--- src/fes_pkg.sv ---
// Package for the flash erase-select, RAM emulation and error flag block.
// Assumes a byte-wide register port with word-aligned register slots.
package fes_pkg;
  // Register byte addresses
  localparam logic [7:0] FES_ADDR_CTRL = 8'h00;
  localparam logic [7:0] FES_ADDR_EBS = 8'h04;
  localparam logic [7:0] FES_ADDR_EMU = 8'h08;
  localparam logic [7:0] FES_ADDR_ERR = 8'h0c;
  // Flash control register fields
  localparam int FES_CTL_PIN = 7;
  localparam int FES_CTL_SWE = 6;
  localparam int FES_CTL_ERASE = 1;
  localparam int FES_CTL_PROG = 0;
  // Emulation control fields
  localparam int FES_EMU_EN = 3;
  localparam logic [7:0] FES_EMU_FIXED = 8'hf1;
  localparam logic [7:0] FES_EMU_RST = 8'hf1;
  // Error status
  localparam int FES_ERR_FLAG = 7;
  localparam logic [7:0] FES_ERR_RST = 8'h7f;
  localparam logic [7:0] FES_EBS_RST = 8'h00;
  localparam logic [7:0] FES_CTL_RST = 8'h00;
  // Address map
  localparam logic [23:0] FES_RAM_BASE = 24'hfff000;
  localparam logic [23:0] FES_FLASH_TOP = 24'h01ffff;
  localparam logic [23:0] FES_BLK4_BASE = 24'h001000;
  localparam logic [23:0] FES_BLK5_BASE = 24'h008000;
  localparam logic [23:0] FES_BLK6_BASE = 24'h010000;
  localparam logic [23:0] FES_BLK7_BASE = 24'h018000;
  localparam logic [2:0] FES_MODE_NOPROG = 3'h6;

  typedef struct packed {
    logic [7:0] addr;
    logic [7:0] wdata;
    logic wr;
    logic rd;
  } fes_reg_req_s;

  typedef struct packed {
    logic flash_read;
    logic exception;
    logic sleep;
    logic bus_release;
    logic wdt_reset;
    logic pin_reset;
  } fes_event_s;
endpackage

--- src/fes_flash_ctrl.sv ---
// Erase-block select, RAM overlay and flash error flag.
// Assumes single clock, synchronous inputs, byte-wide register port.
// Operation
// - Erase select clears on reset, standby, no enable
// - Only selected block may be erased
// - Erase bits ignored while soft enable zero
// - Mode 6 keeps erase bits zero
// - Decode eight erase blocks by address
// - Emulation bits 7-4 and 0 read one
// - Emulation bits zero outside modes 5-7
// - Emulation bits clear reset, hold soft standby
// - Emulation enable protects all flash blocks
// - Emulation maps RAM window onto flash
// - Error flag forces error protection
// - Error flag clears watchdog, pin reset, hardware standby
// - Flash read during program/erase sets error
// - Exception during program/erase sets error
// - Sleep during program/erase sets error
// - Bus release during program/erase sets error
// - Status bits 6-0 read one
// - Soft enable settable only with pin high
//
// Implementation choices: the strobed register port and the register offsets.
module fes_flash_ctrl #(
  parameter int ABITS = 24
) (
  input wire logic clk,
  input wire logic rst_n,
  input wire fes_pkg::fes_reg_req_s reg_req,
  output logic [7:0] reg_rdata,
  input wire logic write_enable_pin,
  input wire logic [2:0] op_mode,
  input wire logic hw_standby,
  input wire logic sw_standby,
  input wire fes_pkg::fes_event_s evt,
  input wire logic [ABITS-1:0] cpu_addr,
  output logic [ABITS-1:0] mapped_addr,
  output logic ram_overlay_hit,
  output logic [7:0] block_sel,
  output logic [7:0] erase_allow,
  output logic program_allow
);
  import fes_pkg::*;

  logic [7:0] flash_control_reg_ff;
  logic [7:0] erase_block_select_ff;
  logic [2:0] emu_bits_ff;
  logic flash_error_flag_ff;
  logic [7:0] reg_rdata_ff;
  logic [7:0] block_erase_bits;
  logic soft_write_enable;
  logic emu_map_enable;
  logic emu_mode_ok;
  logic pe_active;
  logic ram_hit;
  logic flash_hit;
  logic protect_all;
  logic wr_ctrl;
  logic wr_ebs;
  logic wr_emu;
  logic [7:0] emu_view;

  assign wr_ctrl = reg_req.wr && reg_req.addr == FES_ADDR_CTRL;
  assign wr_ebs = reg_req.wr && reg_req.addr == FES_ADDR_EBS;
  assign wr_emu = reg_req.wr && reg_req.addr == FES_ADDR_EMU;
  assign soft_write_enable = flash_control_reg_ff[FES_CTL_SWE];
  assign pe_active = flash_control_reg_ff[FES_CTL_PROG] | flash_control_reg_ff[FES_CTL_ERASE];
  assign emu_mode_ok = op_mode >= 3'h5 && op_mode <= 3'h7;
  assign emu_map_enable = emu_bits_ff[2] & emu_mode_ok;
  assign protect_all = emu_map_enable | flash_error_flag_ff;

  // Flash control: soft enable only with pin high, cleared in standby
  always_ff @(posedge clk) begin
    if (!rst_n || hw_standby || sw_standby || !write_enable_pin) begin
      flash_control_reg_ff <= FES_CTL_RST;
    end else if (wr_ctrl && op_mode != FES_MODE_NOPROG) begin
      flash_control_reg_ff <= {1'b0, reg_req.wdata[6:0]};
    end
  end

  // Erase block select register
  always_ff @(posedge clk) begin
    if (!rst_n || hw_standby || sw_standby || !write_enable_pin || !soft_write_enable) begin
      erase_block_select_ff <= FES_EBS_RST;
    end else if (op_mode == FES_MODE_NOPROG) begin
      erase_block_select_ff <= FES_EBS_RST;
    end else if (wr_ebs) begin
      erase_block_select_ff <= reg_req.wdata;
    end
  end
  assign block_erase_bits = erase_block_select_ff;

  // Emulation control bits: kept through software standby
  always_ff @(posedge clk) begin
    if (!rst_n || hw_standby) begin
      emu_bits_ff <= 3'h0;
    end else if (wr_emu && emu_mode_ok) begin
      emu_bits_ff <= reg_req.wdata[3:1];
    end
  end

  // Error flag: clear wins, cleared only by reset, watchdog, pin reset, hardware standby
  always_ff @(posedge clk) begin
    if (!rst_n || evt.wdt_reset || evt.pin_reset || hw_standby) begin
      flash_error_flag_ff <= 1'b0;
    end else if (pe_active && ((evt.flash_read && flash_hit && !ram_hit)
        || evt.exception
        || evt.sleep
        || evt.bus_release)) begin
      flash_error_flag_ff <= 1'b1;
    end
  end

  // Address decode for the overlay and flash range
  always_comb begin
    ram_hit = emu_map_enable && cpu_addr[ABITS-1:12] == {(ABITS-12){1'b0}}
      && cpu_addr[11:10] == emu_bits_ff[1:0];
    flash_hit = cpu_addr <= ABITS'(FES_FLASH_TOP);
    mapped_addr = cpu_addr;
    if (ram_hit) begin
      mapped_addr = ABITS'(FES_RAM_BASE) | {{ABITS-10{1'b0}}, cpu_addr[9:0]};
    end
  end
  assign ram_overlay_hit = ram_hit;

  // Erase block decode of the current address
  always_comb begin
    block_sel = 8'h00;
    if (cpu_addr < ABITS'(FES_BLK4_BASE)) begin
      block_sel[cpu_addr[11:10]] = 1'b1;
    end else if (cpu_addr < ABITS'(FES_BLK5_BASE)) begin
      block_sel[4] = 1'b1;
    end else if (cpu_addr < ABITS'(FES_BLK6_BASE)) begin
      block_sel[5] = 1'b1;
    end else if (cpu_addr < ABITS'(FES_BLK7_BASE)) begin
      block_sel[6] = 1'b1;
    end else if (flash_hit) begin
      block_sel[7] = 1'b1;
    end
  end

  // Per-block erase permission
  genvar gi;
  generate
    for (gi = 0; gi < 8; gi++) begin : g_blk
      assign erase_allow[gi] = block_erase_bits[gi] & soft_write_enable & ~protect_all;
    end
  endgenerate
  assign program_allow = soft_write_enable & ~protect_all;

  // Read data, one cycle after the strobe
  assign emu_view = FES_EMU_FIXED | {4'h0, emu_map_enable, emu_bits_ff[1:0] & {2{emu_mode_ok}}, 1'b0};
  always_ff @(posedge clk) begin
    if (!rst_n) begin
      reg_rdata_ff <= 8'h00;
    end else if (reg_req.rd) begin
      case (reg_req.addr)
        FES_ADDR_CTRL: reg_rdata_ff <= {write_enable_pin, flash_control_reg_ff[6:0]};
        FES_ADDR_EBS: reg_rdata_ff <= erase_block_select_ff;
        FES_ADDR_EMU: reg_rdata_ff <= emu_view;
        FES_ADDR_ERR: reg_rdata_ff <= FES_ERR_RST | {flash_error_flag_ff, 7'h00};
        default: reg_rdata_ff <= 8'h00;
      endcase
    end else begin
      reg_rdata_ff <= 8'h00;
    end
  end
  assign reg_rdata = reg_rdata_ff;
endmodule

--- config.mk ---
export PLATFORM = sky130hd
export DESIGN_NAME = fes_flash_ctrl
export DESIGN_NICKNAME = d
export VERILOG_FILES = /design/src/fes_pkg.sv /design/src/fes_flash_ctrl.sv
export SDC_FILE = /design/constraint.sdc
export NUM_CORES = 1
export LEC_CHECK = 0
export BUFFER_PORTS_ARGS = -buffer_cell sky130_fd_sc_hd__clkbuf_2
export CAP_MARGIN = 0
export CORE_ASPECT_RATIO = 0.5
export CORE_MARGIN = 2
export CORE_UTILIZATION = 46
export DETAILED_ROUTE_END_ITERATION = 12
export PLACE_DENSITY_LB_ADDON = 0.05
export SYNTH_ARGS = -nofsm -noshare
export SYNTH_HDL_FRONTEND = slang
export SYNTH_SLANG_ARGS = --single-unit
--- constraint.sdc ---
create_clock -name clk -period 3.15 [get_ports clk]
set_clock_uncertainty 0.05 [all_clocks]
set_input_delay 0.1575 -clock clk [delete_from_list [all_inputs] [get_ports clk]]
set_output_delay 0.1575 -clock clk [all_outputs]
set_load 0.01 [all_outputs]
==> flow_summary.yaml, run 1 <==
sta:
  tns_ns: 0
  setup_violations: 0
  max-slew-margin-rel: 0.3252
  fin_crit_ns: 2.157
  hold_viol: 0
  period_share: 0.6848
  rsz0062_at_grt: "false"
  fmax_mhz: 463.6
  finalMaxSlewViolations: 0
  fin_hold_ws_ns: 0.07085
  tightest_slew_ns: 1.010
critical_path:
  path_common_cell: "clkbuf_2"
  worstPathMaxFanout: 14
  critPathKind: "in2out"
  regToRegSetupSlack_ns: 1.69
  reg2reg_from: "emu_bits_ff[2]$_SDFFE_PP0P_"
  crit_chain: "clkbuf_2 -> nor4_1 -> nand4_1 -> o21bai_1 -> clkbuf_2"
  critPathCaptureType: "output port"
  ff2ff_path_depth: 3
  crit_slowest_cell: "nor4_1"
  crit_path_max_incr_delay_ns: 0.60
  worstReg2RegEnd: "flash_error_flag_ff$_SDFFE_PP0P_"
  crit_required_ns: 2.94
  arrival_ns: 1.95
  start_kind: "primary input"
worst_hold_path:
  worstHoldPathType: "in2reg"
  min_to: "flash_control_reg_ff[0]$_SDFFE_PP0P_"
  hold_path_depth: 3
  min_from: "reg_req[2]"
synthesis:
  yosysTopAreaCell: "dfxtp_1"
  avgSynthCellArea_sq_um: 8.354
  yosysMostFrequentCell: "dfxtp_1"
  yosysSeqAreaShare: 0.3219
  synthFlopType: "dfxtp_1"
  synth_seq_cells: 27
  synth_area_leaders: "dfxtp_1 (32%), mux2i_1 (6.0%), nand2_1 (5.4%), buf_4 (4.5%), o21bai_1 (4.5%)"
  syn_inst: 201
  syn_area_sq_um: 1679
  ys_async_sr_fraction: 0
  synth_nets: 257
  netlist.area_leader.share: 0.3219
  yosysWarnings: 0
  synth_edf_count: 0
  synth_cell_type_count: 41
  synthTopCellsByCount: "dfxtp_1 (27), nand2_1 (24), and2_1 (11)"
clocking:
  cts_made_buffers: 3
  post_cts_resized: 0
  cts_setup_buffers: 0
  tritoncts: "yes"
  clkTransAtPathRegs_ns: 0.09
  root_buffer: "clkbuf_8"
  clock_sinks: 27
  clk_latency_ns: 0.28
  max-clock-path-buffers: 2
  cts_hold_buf: 0
  htree_levels: 1
global_route:
  grt_max_degree: 23
  antenna_found_initial: 0
  grt_pass1_wl_um: 6679
  grt_usage: 0.2108
  first_global_vias: 1468
  overflow: 0
drt:
  wl_um: 4584
  drtIter0Drc: 79
  wire_per_inst_um: 14.28
  route.detailed.drc: 0
  routed_via_density: 5.480
  drt_first_pass_iters: 5
  via_count: 1759
  ant_nets: 0
pwr:
  p_leak_nw: 0.8639
  comb_power_share: 0.159
  seq_power_share: 0.534
  switching_share: 0.2590
  p_sw_w: 0.0001654
  power_density_nw_per_um2: 305.3
  pwr-share-clk: 0.307
  peakVddDrop_v: 0.0001642
  internal_power_w: 0.0004733
placed_design:
  io_buffers: 85
  dpl.hpwl_um: 3507
  place_congestion: 0.7738
  placed_cells_incl_taps: 317
die:
  coreArea_sq_um: 3472
  die_h_um: 46.72
  pin_count: 106
  dieWidth_um: 89.44
  die_area_sq_um: 4179
  fp-row-count: 15
  initial_core_util: 0.4836
job:
  cap_violations: 0
status:
  outcome: "complete, no violations"
final_layout:
  final_cells: 321
  syn2layout_area_growth_pct: 24.59
  nets: 327
  post-route-util: 0.6025
  multi_input_area_sq_um: 982.2
  antenna_cells_inserted: 0
  fillers: 331
  regArea_sq_um: 540.5
  drive_gt1_frac: 0.3741
-- power by group through the flow --
stage	Sequential (W)	Clock, W	Combinational, W
3_5_place_dp	0.000349	0	0.000101
3_3_place_gp	0.000349	0	0.0000999
6_report	0.000341	0.000196	0.000102
4_1_cts	0.000341	0.000199	0.000101
5_1_grt	0.000341	0.000212	0.000111
2_1_floorplan	0.000349	0	0.0000606
-- area by class of cell --
class	count	area share
well taps	51	0.03050
clock buffers	3	0.01974
repair buffers	87	0.2105
clock inverters	1	0.002392
multi-input cells	147	0.4695
flip-flops and latches	27	0.2584
inverters	5	0.008971
-- worst max path at each step --
stage | from | endpoint | slack [ns]
6_report | cpu_addr[15] | mapped_addr[17] | 0.99
3_5_place_dp | cpu_addr[15] | mapped_addr[17] | 1.00
5_1_grt | cpu_addr[15] | mapped_addr[17] | 0.78
2_1_floorplan | cpu_addr[15] | mapped_addr[12] | 1.54
4_1_cts | emu_bits_ff[2]$_SDFFE_PP0P_ | erase_allow[5] | 0.98
3_3_place_gp | cpu_addr[15] | mapped_addr[10] | 1.14
-- sequential cells by signal, summed over array words and instances, names as in the netlist --
name,count
block_erase_bits,8
flash_error_flag_ff,1
flash_control_reg_ff,7
reg_rdata,8
emu_bits_ff,3
-- layer usage --
layer / GRT usage / part of all wire / vias up
li1: - / - / 869
met1: 0.2645 / 0.44 / 810
met2: 0.3733 / 0.47 / 70
met3: 0.04839 / 0.082 / 10
met4: 0.05970 / 0.0089 / 0
met5: 0 / 0 / -
-- logic make-up (layout without fill, tap and decap cells) --
group                  count (synthesis)  count (layout)  synth area share
XOR/XNOR                               2               2           0.01043
flip-flops                            27              27            0.3219
AND/OR/NAND/NOR                       88              88            0.3107
buffers and inverters                 27              96           0.09314
AO/OA/AOI/OAI                         45              45            0.1908
multiplexers                          12              12           0.07303
-- cells in the final DEF (no fill, tap or decap), drive strengths merged --
cell type   n
buf         2
nor2        7
nor4b       3
mux2i      10
o22ai       2
o21ai       3
nand2      24
nor4        6
a21bo       1
nor3       12
mux2        2
nand3       3
nand2b      1
xnor2       2
clkbuf     88
o21bai     10
or3         1
a211oi      6
and2       11
or4b        2
o21a        3
nor3b       1
clkinv      1
o211a       2
nand3b      1
nor2b       4
a21oi      10
dfxtp      27
and4        1
nand4      10
and4bb      1
inv         5
o41ai       8
-- worst max-delay path, delay by kind of cell --
| kind | cells | cell delay [ns] |
|---|---|---|
| AOI/OAI and AO/OA | 1 | 0.34 |
| and+or+nand+nor | 2 | 1.17 |
| buffers and inverters | 2 | 0.27 |
-- stage by stage --
stage | power [W] | setup WS (ns) | area [sq um]
3_5_place_dp | 0.0004502 | 1.002 | 2046
6_report | 0.0006387 | 0.9927 | 2092
5_1_grt | 0.0006641 | 0.7757 | 2092
3_3_place_gp | 0.0004492 | 1.136 | 2046
4_1_cts | 0.0006420 | 0.9809 | 2092
2_1_floorplan | 0.0004100 | 1.541 | 1679
No activity file was read; power rests on OpenSTA's default activity.
==> run 2, diff against run 1 <==
Settings changed: CORE_UTILIZATION 46 to 43.
Clock period 3.15 ns to 2.2 ns, I/O delays scaled along.
==> run 2 against run 1 <==
  * Sequential power is 43% higher
  * Non-clock buffer count is 5 higher
  * Sequential share of layout area is 0.44 points lower
  * Critical path type is now reg2out
  * Critical endpoint is now mapped_addr[22]
==> flow_summary.yaml, run 2 (synthesis gave the netlist of run 1 again) <==
pwr:
  switching_share: 0.2524
  comb_power_share: 0.165
  pwr-share-clk: 0.300
  seq_power_share: 0.534
  peakVddDrop_v: 0.0002706
  power_density_nw_per_um2: 429.6
  p_sw_w: 0.0002308
  p_leak_nw: 0.8870
  internal_power_w: 0.0006836
critical_path:
  crit_path_max_incr_delay_ns: 0.48
  start_kind: "flip-flop"
  crit_required_ns: 2.04
  crit_buf_inv: 1
  crit_chain: "xnor2_1 -> nand4_1 -> o21bai_1 -> clkbuf_2"
  critPathTopFamily: "simple AND/OR/NAND/NOR gates"
  critPathKind: "reg2out"
  crit_slowest_cell: "nand4_1"
  critPathCaptureType: "output port"
  arrival_ns: 1.81
  worstPathMaxFanout: 14
die:
  dieWidth_um: 92.38
  coreArea_sq_um: 3585
  die_area_sq_um: 4451
  pin_count: 106
  die_h_um: 48.19
  initial_core_util: 0.4684
  fp-row-count: 15
drt:
  drt_first_pass_iters: 4
  route.detailed.drc: 0
  drtIter0Drc: 111
  ant_nets: 0
  wl_um: 4735
  via_count: 1761
  wire_per_inst_um: 14.52
  routed_via_density: 5.402
job:
  cap_violations: 0
sta:
  fmax_mhz: 506.7
  tns_ns: 0
  period_share: 0.8971
  setup_violations: 0
  rsz0062_at_grt: "false"
  tightest_slew_ns: 0.5627
  hold_viol: 0
  fin_crit_ns: 1.974
  finalMaxSlewViolations: 0
  max-slew-margin-rel: 0.6238
global_route:
  first_global_vias: 1593
  grt_pass1_wl_um: 7217
  antenna_found_initial: 0
  grt_max_degree: 23
  grt_usage: 0.2086
  overflow: 0
final_layout:
  syn2layout_area_growth_pct: 26.75
  multi_input_area_sq_um: 982.2
  nets: 332
  regArea_sq_um: 540.5
  final_cells: 326
  layout_common_cells: "clkbuf_2 (85), dfxtp_1 (27), nand2_1 (24)"
  final_common_cell: "clkbuf_2"
  fillers: 371
  antenna_cells_inserted: 0
  post-route-util: 0.5937
  finalInstanceArea_sq_um: 2128
  drive_gt1_frac: 0.3818
clocking:
  max-clock-path-buffers: 2
  clock_sinks: 27
  post_cts_resized: 0
  cts_setup_buffers: 0
  clk_latency_ns: 0.27
  htree_levels: 1
  tritoncts: "yes"
  cts_made_buffers: 3
  cts_hold_buf: 0
  root_buffer: "clkbuf_8"
  clkTransAtPathRegs_ns: 0.09
placed_design:
  postPlaceCellArea_sq_um: 2083
  place_congestion: 0.8239
  placed_cells_incl_taps: 322
  dpl.hpwl_um: 3713
  io_buffers: 85
worst_hold_path:
  worstHoldPathType: "in2reg"
status:
  outcome: "complete, no violations"
## run 2: cell count changes in the layout (fill, tap and decap cells not counted)
| cell | previous run | this run |
|---|---|---|
| buf_4 | 2 | 7 |
| clkbuf_1 | 0 | 1 |
| clkinv_2 | 1 | 0 |
## run 2: power groups by stage
stage          clock (W)  sequential (W)  combinational, W
2_1_floorplan          0        0.000500         0.0000868
3_3_place_gp           0        0.000500          0.000148
3_5_place_dp           0        0.000500          0.000150
4_1_cts         0.000283        0.000489          0.000150
5_1_grt         0.000302        0.000489          0.000164
6_report        0.000275        0.000488          0.000151
## run 2: final cells by class
cell class,instances,share of cell area
multi-input cells,147,0.4615
flip-flops and latches,27,0.2540
repair buffers,92,0.2246
well taps,51,0.02998
clock buffers,4,0.02116
inverters,5,0.008818
## run 2: final timing paths
| check | from | endpoint | slack, ns | cells after the start |
|---|---|---|---|---|
| max | emu_bits_ff[0]$_SDFFE_PP0P_ | mapped_addr[22] | 0.23 | 4 |
| min | reg_req[9] | block_erase_bits[7]$_SDFFE_PP0P_ | 0.03 | 3 |
| max reg2reg | emu_bits_ff[2]$_SDFFE_PP0P_ | flash_error_flag_ff$_SDFFE_PP0P_ | 0.71 | 3 |
| min reg2reg | flash_control_reg_ff[2]$_SDFFE_PP0P_ | flash_control_reg_ff[2]$_SDFFE_PP0P_ | 0.41 | 2 |
## run 2: worst reg2reg max path, delay by kind of cell, from the launching register on
family           cells  cell delay, ns
AO/OA/AOI/OAI        2            0.58
AND/OR/NAND/NOR      1            0.42
flip-flops           1            0.34
## run 2: layer usage
metal,up-vias,global-route usage,share of wire
li1,879,-,-
met1,795,0.2667,0.44
met2,85,0.3883,0.46
met3,2,0.04637,0.093
met4,0,0.02985,0.0019
met5,-,0,0
## run 2: stage by stage
| step | hold slack [ns] | worst slack, ns | total power, W |
|---|---|---|---|
| 3_3_place_gp | 0.1701 | 0.4982 | 0.0006476 |
| 4_1_cts | 0.02223 | 0.2285 | 0.0009222 |
| 3_5_place_dp | 0.1701 | 0.4632 | 0.0006496 |
| 6_report | 0.02506 | 0.2263 | 0.0009144 |
| 2_1_floorplan | 0.2021 | 0.6613 | 0.0005870 |
| 5_1_grt | 0.02972 | 0.08058 | 0.0009550 |
==> run 3, diff against run 2 <==
Settings changed: BUFFER_PORTS_ARGS -buffer_cell sky130_fd_sc_hd__clkbuf_2 to not set, CORE_UTILIZATION 43 to 62, DONT_BUFFER_PORTS set to 1.
==> run 3 against run 2 <==
  * Fmax rose by 4.5%
  * Sequential power hardly changed
  * Global-route usage is 5.5 points higher
  * Utilization is 9.6 points higher
  * Clock power increased by 4%
==> flow_summary.yaml, run 3 (synthesis gave the netlist of run 1 again) <==
clocking:
  cts_made_buffers: 3
  clkTransAtPathRegs_ns: 0.09
  cts_hold_buf: 12
  tritoncts: "yes"
  cts_setup_buffers: 0
  clock_sinks: 27
  clk_latency_ns: 0.28
  max-clock-path-buffers: 2
  root_buffer: "clkbuf_8"
  post_cts_resized: 0
  htree_levels: 1
pwr:
  power_density_nw_per_um2: 488.6
  internal_power_w: 0.0006552
  switching_share: 0.2483
  power_w: 0.0008717
  pwr-share-clk: 0.329
  seq_power_share: 0.561
  peakVddDrop_v: 0.0003709
  p_leak_nw: 0.5605
  p_sw_w: 0.0002164
  comb_power_share: 0.110
final_layout:
  drive_gt1_frac: 0.09045
  final_common_cell: "dfxtp_1"
  syn2layout_area_growth_pct: 6.259
  nets: 256
  antenna_cells_inserted: 0
  layout_common_cells: "dfxtp_1 (27), nand2_1 (24), dlygate4sd3_1 (12)"
  final_cells: 236
  fillers: 229
  finalInstanceArea_sq_um: 1784
sta:
  tightest_slew_ns: 0.6494
  tns_ns: 0
  fin_hold_ws_ns: 0.007100
  hold_viol: 0
  fmax_mhz: 529.5
  max-slew-margin-rel: 0.5631
  finalMaxSlewViolations: 0
  fin_crit_ns: 1.889
  period_share: 0.8585
  rsz0062_at_grt: "false"
  setup_violations: 0
die:
  fp-row-count: 13
  initial_core_util: 0.6493
  pin_count: 106
  coreArea_sq_um: 2586
  dieWidth_um: 77.60
  die_area_sq_um: 3166
  die_h_um: 40.80
drt:
  drtIter0Drc: 74
  ant_nets: 0
  wl_um: 4361
  routed_via_density: 6.521
  via_count: 1539
  drt_first_pass_iters: 4
  route.detailed.drc: 0
  wire_per_inst_um: 18.48
global_route:
  grt_pass1_wl_um: 6272
  antenna_found_initial: 0
  overflow: 0
  grt_max_degree: 17
  first_global_vias: 1320
  grt_usage: 0.2633
critical_path:
  arrival_ns: 1.73
  worstPathMaxFanout: 16
  regToRegSetupSlack_ns: 0.68
  critPathKind: "reg2out"
  reg2reg_from: "flash_error_flag_ff$_SDFFE_PP0P_"
  worstReg2RegEnd: "flash_error_flag_ff$_SDFFE_PP0P_"
  ff2ff_path_depth: 4
  crit_required_ns: 2.04
  critPathCaptureType: "output port"
  start_kind: "flip-flop"
placed_design:
  dpl.hpwl_um: 3094
  placed_cells_incl_taps: 220
  postPlaceCellArea_sq_um: 1618
  io_buffers: 0
  place_congestion: 0.8351
job:
  cap_violations: 0
worst_hold_path:
  worstHoldPathType: "in2reg"
  min_to: "reg_rdata[7]$_SDFF_PN0_"
  hold_path_depth: 3
  min_from: "reg_req[12]"
status:
  outcome: "complete, no violations"
## run 3: cell count changes in the layout (fill, tap and decap cells not counted)
cell and delta:
clkinv_2 +1, buf_4 -3, clkbuf_2 -85, dlygate4sd3_1 +12
clkbuf_1 -1
## run 3: area by class of cell
type	count	area, sq um	area share
clock inverter	1	5.005	0.002805
sequential	27	540.5	0.3029
clock buffer	3	41.29	0.02314
tap	37	46.29	0.02595
inverter	5	18.77	0.01052
multi-input combinational	147	982.2	0.5505
timing repair buffer	16	150.1	0.08415
## run 3: worst max-delay path by stage
| stage | startpoint | to |
|---|---|---|
| after detailed placement | reg_req[11] | reg_rdata[2]$_SDFF_PN0_ |
| final | emu_bits_ff[2]$_SDFFE_PP0P_ | ram_overlay_hit |
| after global routing | emu_bits_ff[2]$_SDFFE_PP0P_ | ram_overlay_hit |
| after floorplan | reg_req[11] | reg_rdata[1]$_SDFF_PN0_ |
| after global placement | reg_req[11] | reg_rdata[1]$_SDFF_PN0_ |
| after CTS | emu_bits_ff[2]$_SDFFE_PP0P_ | ram_overlay_hit |
## run 3: per-layer routing
metal  vias up  share of wire  global-route usage
met5         -              0                   0
met3        14           0.11             0.07269
met1       691           0.40              0.3223
met2       109           0.47              0.4526
met4         0          0.020              0.1295
li1        725              -                   -
## run 3: through the flow
stage | worst slack, ns | util
after floorplan | 0.6613 | -
after global placement | 0.6095 | 0.6255
after detailed placement | 0.5626 | 0.6255
after CTS | 0.3226 | 0.6899
after global routing | 0.2245 | 0.6899
final | 0.3114 | 0.6899
## run 3: power groups by stage
stage,Combinational (W),Clock [W],Sequential (W)
after floorplan,0.0000868,0,0.000500
after global placement,0.0000677,0,0.000500
after detailed placement,0.0000686,0,0.000500
after CTS,0.0000942,0.000288,0.000489
after global routing,0.000102,0.000310,0.000489
final,0.0000957,0.000287,0.000489
## run 3: worst max-delay path, cell delays in order (launching register included)
cell and delay [ns]:
dfxtp_1 0.35, o211a_1 0.22, nand3_1 0.43, nor3_1 0.47
